===== src/common/xace_pkg.sv =====
package xace_pkg;

   localparam logic [7:0] OP_SET_AXIS_PARAM_INDEXED     = 8'h10;
   localparam logic [7:0] OP_GET_AXIS_PARAM_INDEXED     = 8'h11;
   localparam logic [7:0] OP_ACCU_TO_AXIS_PARAM_INDEXED = 8'h12;
   localparam logic [7:0] OP_ROTATE_RIGHT_INDEXED       = 8'h35;
   localparam logic [7:0] OP_SOFT_STOP_INDEXED          = 8'h36;

   localparam logic [7:0] PAR_ACT_POS       = 8'h01;
   localparam logic [7:0] PAR_TARGET_VEL    = 8'h02;
   localparam logic [7:0] PAR_MAX_POS_SPEED = 8'h04;

   localparam logic [7:0] ST_OK           = 8'h64;
   localparam logic [7:0] ST_BAD_CHECKSUM = 8'h01;
   localparam logic [7:0] ST_BAD_CMD      = 8'h02;
   localparam logic [7:0] ST_BAD_TYPE     = 8'h03;
   localparam logic [7:0] ST_BAD_VALUE    = 8'h04;

   localparam logic [3:0] POS_ADDR   = 4'h0;
   localparam logic [3:0] POS_OP     = 4'h1;
   localparam logic [3:0] POS_TYPE   = 4'h2;
   localparam logic [3:0] POS_BANK   = 4'h3;
   localparam logic [3:0] FRAME_LAST = 4'h8;

   localparam logic [7:0] REG_ACCU      = 8'h00;
   localparam logic [7:0] REG_XREG      = 8'h04;
   localparam logic [7:0] REG_STATUS    = 8'h08;
   localparam logic [7:0] REG_CMD_COUNT = 8'h0c;
   localparam logic [7:0] REG_CTRL      = 8'h10;

   localparam int CTRL_ABORT_BIT     = 0;
   localparam int STATUS_LAST_ST_LSB = 0;
   localparam int STATUS_LAST_OP_LSB = 8;
   localparam int STATUS_FSM_LSB     = 16;

   localparam logic [31:0] ACCU_RST      = 32'h0;
   localparam logic [31:0] XREG_RST      = 32'h0;
   localparam logic [31:0] PARAM_RST     = 32'h0;
   localparam logic [15:0] CMD_COUNT_RST = 16'h0;
   localparam logic [7:0]  MODULE_ADDR_RST = 8'h01;

   typedef enum logic [1:0] {
      FSM_RECV  = 2'b00,
      FSM_EXEC  = 2'b01,
      FSM_REPLY = 2'b10
   } xace_fsm_t;

endpackage : xace_pkg


===== src/common/xace_param_if.sv =====
`timescale 1ns/1ps
`default_nettype none
interface xace_param_if #(
   parameter int NUM_AXES   = 3,
   parameter int NUM_PARAMS = 16
);
   localparam int AW = $clog2(NUM_AXES);
   localparam int PW = $clog2(NUM_PARAMS);
   logic          wr_en;
   logic [AW-1:0] wr_axis;
   logic [PW-1:0] wr_idx;
   logic [31:0]   wr_data;
   logic [AW-1:0] rd_axis;
   logic [PW-1:0] rd_idx;
   logic [31:0]   rd_data;
   modport exec  (output wr_en, wr_axis, wr_idx, wr_data, rd_axis, rd_idx, input rd_data);
   modport store (input wr_en, wr_axis, wr_idx, wr_data, rd_axis, rd_idx, output rd_data);
endinterface : xace_param_if
`default_nettype wire


===== src/hw/xace_param_store.sv =====
`timescale 1ns/1ps
`default_nettype none
module xace_param_store
   import xace_pkg::*;
#(
   parameter int NUM_AXES   = 3,
   parameter int NUM_PARAMS = 16
) (
   input  wire logic                  clk,
   input  wire logic                  reset,
   input  wire logic [NUM_AXES*32-1:0] act_pos,
   xace_param_if.store                pif
);
   localparam int PW = $clog2(NUM_PARAMS);

   typedef struct packed {
      logic [NUM_AXES-1:0][NUM_PARAMS-1:0][31:0] mem;
   } xace_store_t;

   xace_store_t st_ff;
   xace_store_t nxt_st;

   always_comb begin
      nxt_st = st_ff;
      if (pif.wr_en && (32'(pif.wr_axis) < NUM_AXES)) begin
         nxt_st.mem[pif.wr_axis][pif.wr_idx] = pif.wr_data;
      end
   end

   always_ff @(posedge clk) begin
      if (reset) begin
         st_ff.mem <= {(NUM_AXES*NUM_PARAMS){PARAM_RST}};
      end else begin
         st_ff <= nxt_st;
      end
   end

   // Position lives in the ramp generator; the stored copy only shadows writes
   // live position
   assign pif.rd_data = (32'(pif.rd_axis) >= NUM_AXES) ? 32'h0 :
                        (pif.rd_idx == PAR_ACT_POS[PW-1:0]) ? act_pos[pif.rd_axis*32 +: 32] :
                        st_ff.mem[pif.rd_axis][pif.rd_idx];
endmodule : xace_param_store
`default_nettype wire


===== src/hw/xace_cmd_exec.sv =====
`timescale 1ns/1ps
`default_nettype none
module xace_cmd_exec
   import xace_pkg::*;
#(
   parameter int         NUM_AXES    = 3,
   parameter int         NUM_PARAMS  = 16,
   parameter logic [7:0] MODULE_ADDR = MODULE_ADDR_RST
) (
   input  wire logic                         clk,
   input  wire logic                         reset,
   input  wire logic                         rx_valid,
   input  wire logic [7:0]                   rx_byte,
   output logic                              rx_ready,
   output logic                              reply_valid,
   output logic [7:0]                        reply_status,
   output logic [7:0]                        reply_opcode,
   output logic [31:0]                       reply_value,
   input  wire logic [7:0]                   reg_addr,
   input  wire logic [31:0]                  reg_wdata,
   input  wire logic                         reg_wr,
   input  wire logic                         reg_rd,
   output logic [31:0]                       reg_rdata,
   input  wire logic [NUM_AXES*32-1:0]       act_pos,
   output logic                              mc_update,
   output logic [$clog2(NUM_AXES)-1:0]       mc_axis,
   output logic [$clog2(NUM_PARAMS)-1:0]     mc_param,
   output logic [31:0]                       mc_data,
   output logic [NUM_AXES-1:0]               axis_vel_mode,
   output logic [NUM_AXES-1:0]               axis_dir_up
);
   localparam int AW = $clog2(NUM_AXES);
   localparam int PW = $clog2(NUM_PARAMS);
   localparam logic [31:0] NA32 = 32'(NUM_AXES);
   localparam logic [7:0]  NP8  = 8'(NUM_PARAMS);

   typedef struct packed {
      xace_fsm_t             fsm;
      logic [3:0]            cnt;
      logic [7:0]            sum;
      logic [7:0]            f_addr;
      logic [7:0]            f_op;
      logic [7:0]            f_type;
      logic [31:0]           f_val;
      logic                  csum_ok;
      logic [31:0]           accu;
      logic [31:0]           xreg;
      logic [7:0]            last_status;
      logic [15:0]           cmd_cnt;
      logic                  rx_ready;
      logic                  reply_valid;
      logic [7:0]            reply_status;
      logic [7:0]            reply_op;
      logic [31:0]           reply_value;
      logic [31:0]           rdata;
      logic                  mc_update;
      logic [AW-1:0]         mc_axis;
      logic [PW-1:0]         mc_param;
      logic [31:0]           mc_data;
      logic [NUM_AXES-1:0]   vel_mode;
      logic [NUM_AXES-1:0]   dir_up;
   } xace_state_t;

   xace_state_t st_ff;
   xace_state_t nxt_st;
   logic [7:0]  exec_status;
   logic [AW-1:0] x_axis;

   xace_param_if #(.NUM_AXES(NUM_AXES), .NUM_PARAMS(NUM_PARAMS)) pif ();

   xace_param_store #(
      .NUM_AXES   (NUM_AXES),
      .NUM_PARAMS (NUM_PARAMS)
   ) u_store (
      .clk     (clk),
      .reset   (reset),
      .act_pos (act_pos),
      .pif     (pif)
   );

   function automatic logic axis_ok(input logic [31:0] x);
      axis_ok = (x < NA32);
   endfunction : axis_ok

   function automatic logic [31:0] axis_pos(input logic [NUM_AXES*32-1:0] v,
                                            input logic [AW-1:0] a);
      axis_pos = v[a*32 +: 32];
   endfunction : axis_pos
   assign x_axis      = st_ff.xreg[AW-1:0];
   assign pif.rd_axis = x_axis;
   assign pif.rd_idx  = st_ff.f_type[PW-1:0];

   always_comb begin
      nxt_st       = st_ff;
      exec_status  = ST_OK;
      nxt_st.mc_update   = 1'b0;
      nxt_st.reply_valid = 1'b0;
      nxt_st.rdata       = 32'h0;
      pif.wr_en   = 1'b0;
      pif.wr_axis = x_axis;
      pif.wr_idx  = st_ff.f_type[PW-1:0];
      pif.wr_data = st_ff.f_val;
      // Software writes first, so a command result in the same cycle wins
      if (reg_wr) begin
         case (reg_addr)
            REG_ACCU: begin
               nxt_st.accu = reg_wdata;
            end
            REG_XREG: begin
               nxt_st.xreg = reg_wdata;
            end
            default: begin
            end
         endcase
      end
      case (st_ff.fsm)
         FSM_RECV: begin
            if (rx_valid) begin
               nxt_st.cnt = st_ff.cnt + 4'h1;
               nxt_st.sum = st_ff.sum + rx_byte;
               case (st_ff.cnt)
                  POS_ADDR: begin
                     nxt_st.f_addr = rx_byte;
                  end
                  POS_OP: begin
                     nxt_st.f_op = rx_byte;
                  end
                  POS_TYPE: begin
                     nxt_st.f_type = rx_byte;
                  end
                  POS_BANK: begin
                  end
                  FRAME_LAST: begin
                  end
                  default: begin
                     nxt_st.f_val = {st_ff.f_val[23:0], rx_byte};
                  end
               endcase
               if (st_ff.cnt == FRAME_LAST) begin
                  nxt_st.cnt = 4'h0;
                  nxt_st.sum = 8'h0;
                  nxt_st.csum_ok = (rx_byte == st_ff.sum);
                  // Frames for other modules are dropped without a reply
                  nxt_st.fsm = (st_ff.f_addr == MODULE_ADDR) ? FSM_EXEC : FSM_RECV;
               end
            end
         end
         FSM_EXEC: begin
            nxt_st.fsm = FSM_REPLY;
            if (!st_ff.csum_ok) begin
               exec_status = ST_BAD_CHECKSUM;
            end else begin
               case (st_ff.f_op)
                  OP_ROTATE_RIGHT_INDEXED, OP_SOFT_STOP_INDEXED: begin
                     if (!axis_ok(st_ff.xreg)) begin
                        exec_status = ST_BAD_VALUE;
                     end else begin
                        pif.wr_en  = 1'b1;
                        pif.wr_idx = PAR_TARGET_VEL[PW-1:0];
                        nxt_st.vel_mode[x_axis] = 1'b1;
                        if (st_ff.f_op == OP_ROTATE_RIGHT_INDEXED) begin
                           pif.wr_data = st_ff.accu;
                           nxt_st.dir_up[x_axis] = 1'b1;
                        end else begin
                           pif.wr_data = 32'h0;
                        end
                     end
                  end
                  OP_SET_AXIS_PARAM_INDEXED, OP_ACCU_TO_AXIS_PARAM_INDEXED,
                  OP_GET_AXIS_PARAM_INDEXED: begin
                     if (!axis_ok(st_ff.xreg)) begin
                        exec_status = ST_BAD_VALUE;
                     end else if (st_ff.f_type >= NP8) begin
                        exec_status = ST_BAD_TYPE;
                     end else if (st_ff.f_op == OP_GET_AXIS_PARAM_INDEXED) begin
                        nxt_st.accu        = pif.rd_data;
                        nxt_st.reply_value = pif.rd_data;
                     end else begin
                        pif.wr_en = 1'b1;
                        if (st_ff.f_op == OP_ACCU_TO_AXIS_PARAM_INDEXED) begin
                           pif.wr_data = st_ff.accu;
                        end
                     end
                  end
                  default: begin
                     exec_status = ST_BAD_CMD;
                  end
               endcase
            end
            if (st_ff.f_op != OP_GET_AXIS_PARAM_INDEXED || exec_status != ST_OK) begin
               nxt_st.reply_value = 32'h0;
            end
            nxt_st.reply_valid  = 1'b1;
            nxt_st.reply_status = exec_status;
            nxt_st.reply_op     = st_ff.f_op;
            nxt_st.last_status  = exec_status;
            nxt_st.cmd_cnt      = st_ff.cmd_cnt + 16'h1;
         end
         FSM_REPLY: begin
            nxt_st.fsm = FSM_RECV;
         end
         default: begin
            nxt_st.fsm = FSM_RECV;
         end
      endcase
      if (pif.wr_en) begin
         nxt_st.mc_update = 1'b1;
         nxt_st.mc_axis   = pif.wr_axis;
         nxt_st.mc_param  = pif.wr_idx;
         nxt_st.mc_data   = pif.wr_data;
      end
      // Abort lets software resync after a lost byte; no timeout exists
      if (reg_wr && reg_addr == REG_CTRL && reg_wdata[CTRL_ABORT_BIT] &&
          st_ff.fsm == FSM_RECV) begin
         nxt_st.cnt = 4'h0;
         nxt_st.sum = 8'h0;
      end
      if (reg_rd) begin
         case (reg_addr)
            REG_ACCU: begin
               nxt_st.rdata = st_ff.accu;
            end
            REG_XREG: begin
               nxt_st.rdata = st_ff.xreg;
            end
            REG_STATUS: begin
               nxt_st.rdata[STATUS_LAST_ST_LSB +: 8] = st_ff.last_status;
               nxt_st.rdata[STATUS_LAST_OP_LSB +: 8] = st_ff.reply_op;
               nxt_st.rdata[STATUS_FSM_LSB +: 2]     = st_ff.fsm;
            end
            REG_CMD_COUNT: begin
               nxt_st.rdata[15:0] = st_ff.cmd_cnt;
            end
            default: begin
               nxt_st.rdata = 32'h0;
            end
         endcase
      end
      nxt_st.rx_ready = (nxt_st.fsm == FSM_RECV);
   end

   always_ff @(posedge clk) begin
      if (reset) begin
         st_ff              <= '0;
         st_ff.fsm          <= FSM_RECV;
         st_ff.accu         <= ACCU_RST;
         st_ff.xreg         <= XREG_RST;
         st_ff.cmd_cnt      <= CMD_COUNT_RST;
         st_ff.rx_ready     <= 1'b1;
      end else begin
         st_ff <= nxt_st;
      end
   end

   assign rx_ready      = st_ff.rx_ready;
   assign reply_valid   = st_ff.reply_valid;
   assign reply_status  = st_ff.reply_status;
   assign reply_opcode  = st_ff.reply_op;
   assign reply_value   = st_ff.reply_value;
   assign reg_rdata     = st_ff.rdata;
   assign mc_update     = st_ff.mc_update;
   assign mc_axis       = st_ff.mc_axis;
   assign mc_param      = st_ff.mc_param;
   assign mc_data       = st_ff.mc_data;
   assign axis_vel_mode = st_ff.vel_mode;
   assign axis_dir_up   = st_ff.dir_up;

   // Plain signal, so it can be combined with other terms by a logical and
   logic exec_ok;
   assign exec_ok = st_ff.fsm == FSM_EXEC && st_ff.csum_ok && axis_ok(st_ff.xreg);
endmodule : xace_cmd_exec
`default_nettype wire


===== config.mk =====
export PLATFORM = sky130hd
export DESIGN_NAME = xace_cmd_exec
export DESIGN_NICKNAME = d
export VERILOG_FILES = /design/src/common/xace_pkg.sv /design/src/common/xace_param_if.sv /design/src/hw/xace_param_store.sv /design/src/hw/xace_cmd_exec.sv
export SDC_FILE = /design/constraint.sdc
export NUM_CORES = 2
export LEC_CHECK = 0
export BUFFER_PORTS_ARGS = -buffer_cell sky130_fd_sc_hd__buf_4
export CORE_ASPECT_RATIO = 0.8
export CORE_UTILIZATION = 56
export CTS_CLUSTER_DIAMETER = 60
export DETAILED_ROUTE_END_ITERATION = 8
export GPL_TIMING_DRIVEN = 1
export PLACE_DENSITY_LB_ADDON = 0.2
export SETUP_SLACK_MARGIN = 0.15
export SYNTH_ARGS = -nofsm -noshare
export SYNTH_HDL_FRONTEND = slang
export SYNTH_HIERARCHICAL = 1
export SYNTH_SLANG_ARGS = --single-unit

===== constraint.sdc =====
create_clock -name clk -period 3.6 [get_ports clk]
set_input_delay 0.36 -clock clk [delete_from_list [all_inputs] [get_ports clk]]
set_output_delay 0.36 -clock clk [all_outputs]
set_load 0.01 [all_outputs]

==> reports/metrics.cfg <==
[status]
status=finished, violations left
violations=setup timing

[global_routing]
grt_pass1_vias=74080
grt_max_degree=220
grt_overflow_total=0
grt_first_pass_wirelength_mm=482.0
antenna_found_initial=13
grt_use_total=0.4484

[sta]
post-route-period-util=1.006
relSlewSlack=0.1379
clock.fmax_mhz=276.1
slew_viol_final=0
fin_ws_ns=-0.02244
min_period_ns=3.622
finClkSkew_ns=0.02629
setup_viol=1
max_slew.worst_pin.slew_ns=1.273
rsz0062_at_grt=true
finalSetupTns_ns=-0.02244
hold_violations=0

[clock_network]
cts_htree_levels=4
tritoncts=done
insertion_delay_ns=0.85
cts_num_sinks=1774
numCtsBuffers=173
clockBufferDepth=3
ctsRootBufferMaster=clkbuf_16
clk_pin_slew_ns=0.06

[critical_path]
end_kind=flip-flop
crit_fanout=45
crit_path_cell_trace=inv_8 -> buf_4 -> o22ai_1 -> o31ai_1 -> buf_4 -> a221oi_1 -> a311o_1 -> a222oi_1 -> buf_4 -> nor2_1 -> a211oi_1
critPathRequiredTime_ns=4.36
cp.arrival_ns=4.39
critPathKind=flip-flop to flip-flop
crit_slowest_cell=a222oi_1
worstSetupStartpointType=flip-flop
slowest_delay_ns=0.70
crit_top_cell=buf_4

[finish]
seqCellArea_mm2=0.03553
drive_above_1_share=0.1277
final_cells=12380
nNetsFinal=10550
nFillCells=11550
area_growth_pct=16.47
multiInputGateArea_mm2=0.03863

[logic_synthesis]
synthArstFlopShare=0
synth_edf_count=0
synth.avg_cell_area_um2=7.538
ys.flop_type=dfxtp_1
ys_seq_area_frac=0.4502
synthesis.area_mm2=0.07888
synth_compound_area_frac=0.2162
synthMuxAreaShare=0.03802
synth_cells=10460
ys_seq_elements=1774
synth-xor-area-share=0.002110
synth_fa_ha_area_frac=0.002157
synthSimpleGateAreaFrac=0.2229
synth_top_family_by_area=simple AND/OR/NAND/NOR gates
synth.distinct_cells=97
ys_warn_count=6

[power_and_ir_drop]
ir_drop_mv=0.3974
switching_share=0.2335
total_power_mw=39.87
combinationalPowerShare=0.038
p_clk_frac=0.468
p_switching_mw=9.309
p_int_mw=30.56
p_per_area_mw_per_mm2=434.0
p_leak_nw=30.70
seq_power_share=0.494

[floorplan]
num_rows=122
io_pins=276
dieArea_mm2=0.1424
initial_core_util=0.5672
fp.coreArea_mm2=0.1391
die_w_um=421.6
die_h_um=337.7

[route]
drt_iter0_drc=14400
vias=81250
drtAntennaViolNets=0
firstDrtPassIters=9
vias_per_cell=6.561
drc=0
wl_per_cell_um=27.15
routed_wirelength_mm=336.2

[min_path]
hold_path_class=input pin to flip-flop

[place]
gp_congestion=1.030
numPortBuffers=272
dp.cells=12020
hpwlAfterDp_mm=208.7

[run]
maxCapViolCount=0

[sequential cells by signal, summed over array words and instances (netlist names)]
signal and count:
u_store/st_ff 1500, st_ff 145, mc_data 32, reg_rdata 32, reply_value 32, reply_opcode 8, mc_param 4, pif.rd_idx 4
reply_status 4, axis_dir_up 3, axis_vel_mode 3, mc_axis 2, pif.rd_axis 2, mc_update 1, reply_valid 1, rx_ready 1
[final timing paths]
kind,startpoint,end,slack (ns),depth (start not counted)
hold / removal,rx_valid,st_ff[281],0.07,4
setup reg to reg,pif.rd_axis[0],st_ff[184],-0.02,11
hold reg to reg,u_store/st_ff[1517],u_store/st_ff[1517],0.45,2
setup / recovery,pif.rd_axis[0],st_ff[184],-0.02,11
[layout by cell type (no fill, tap or decap), types with 158 or more instances in the layout]
cell type	instances
nand2_1	3253
dfxtp_1	1768
a21oi_1	1669
buf_4	652
nor2_1	563
mux2i_1	249
o22ai_1	248
buf_12	199
clkbuf_16	184
o21ai_0	158
[cell type report]
| cell class | count | share of cell area |
|---|---|---|
| Clock buffer | 253 | 0.05514 |
| Sequential cell | 1774 | 0.3868 |
| Multi-Input combinational cell | 7511 | 0.4205 |
| Tap cell | 1860 | 0.02533 |
| Antenna cell | 4 | 0.0001090 |
| Clock inverter | 52 | 0.006769 |
| Inverter | 24 | 0.001294 |
| Timing Repair Buffer | 906 | 0.1041 |
[worst max-delay path, delay by kind of cell, from the launching register on]
kind / cells / cell delay [ns]
and+or+nand+nor: 1 / 0.04
DFF: 1 / 0.41
AOI/OAI and AO/OA: 6 / 1.85
buffers and inverters: 4 / 1.19
[per-layer routing]
| metal | wire (um) | global-route usage | share of wire | vias to the layer above |
|---|---|---|---|---|
| met5 | 204 | 0.0006667 | 0.00061 | - |
| met4 | 24640 | 0.2901 | 0.073 | 10 |
| met3 | 53610 | 0.1646 | 0.16 | 1231 |
| met2 | 133900 | 0.6256 | 0.40 | 6339 |
| met1 | 123900 | 0.5804 | 0.37 | 38450 |
| li1 | - | - | - | 35220 |
[power by group through the flow]
stage | Clock [mW] | Combinational, mW | Sequential (mW)
3_3_place_gp | 0 | 1.39 | 20.1
5_1_grt | 19.4 | 1.55 | 19.7
4_1_cts | 18.6 | 1.44 | 19.7
6_report | 18.6 | 1.53 | 19.7
2_1_floorplan | 0 | 0.727 | 20.1
3_5_place_dp | 0 | 1.40 | 20.1
[logic make-up (layout without fill, tap and decap cells)]
family                     count (synthesis)  in the layout
DFF                                     1774           1774
and+or+nand+nor                         4359           4359
buffers and inverters                   1181           1235
xor gates and xnor gates                  19             19
muxes                                    284            284
AOI/OAI and AO/OA                       2833           2833
other                                      1              7
adders and majority gates                 13             13
[Yosys cell counts, types with 8 or more instances]
library cell	instances	area [um2]
o311a_1	19	190.2
o311ai_0	57	499.2
o21bai_1	22	165.2
nand2b_1	156	975.9
mux4_2	10	225.2
and2_1	8	50.05
nor3_1	59	295.3
inv_1	21	78.83
buf_6	13	146.4
nor4_1	18	112.6
dfxtp_1	1774	35510
a31oi_1	17	106.4
a211o_1	10	87.58
o221ai_1	72	630.6
a211oi_2	30	375.4
buf_1	14	52.55
mux2_2	25	281.5
a221oi_1	49	429.2
xor2_1	9	78.83
o211ai_1	75	563.0
o21ai_0	189	945.9
o22a_1	31	271.5
a211oi_1	55	412.9
a21oi_1	1670	8358
nor2_1	611	2293
clkbuf_1	756	2838
o22ai_1	248	1551
o31ai_1	39	292.8
o2111ai_1	72	630.6
o32ai_1	9	78.83
a22o_1	21	183.9
or3_1	118	738.2
nand2_1	3255	12220
buf_4	158	1186
nand4_1	16	100.1
nor2b_1	19	118.9
o31a_1	8	70.07
a22oi_1	61	457.9
nand3_1	54	270.3
ha_1	12	150.1
xnor2_1	10	87.58
mux2i_1	249	2492
buf_2	214	1071
[repair_timing]
item	in CTS	in global routing
setup buffers	2	7
endpoints found under the setup margin	219	1392
hold buffers	43	0
pin swaps	3	8
cloned	0	6
gates resized for setup	8	31
endpoints found under the hold margin	157	0
[stage by stage]
step | area, um2 | utilization | setup slack [ns] | hold WS [ns]
after global placement | 85310 | 0.6135 | -0.04533 | 0.4363
final | 91870 | 0.6606 | -0.02244 | 0.07083
after global routing | 91860 | 0.6606 | -0.02207 | 0.08883
after floorplan | 78920 | - | 0.1243 | 0.4308
after detailed placement | 85310 | 0.6135 | -0.06897 | 0.4416
after CTS | 91470 | 0.6578 | 0.03668 | 0.02927
Power figures use the tool's default switching activity.
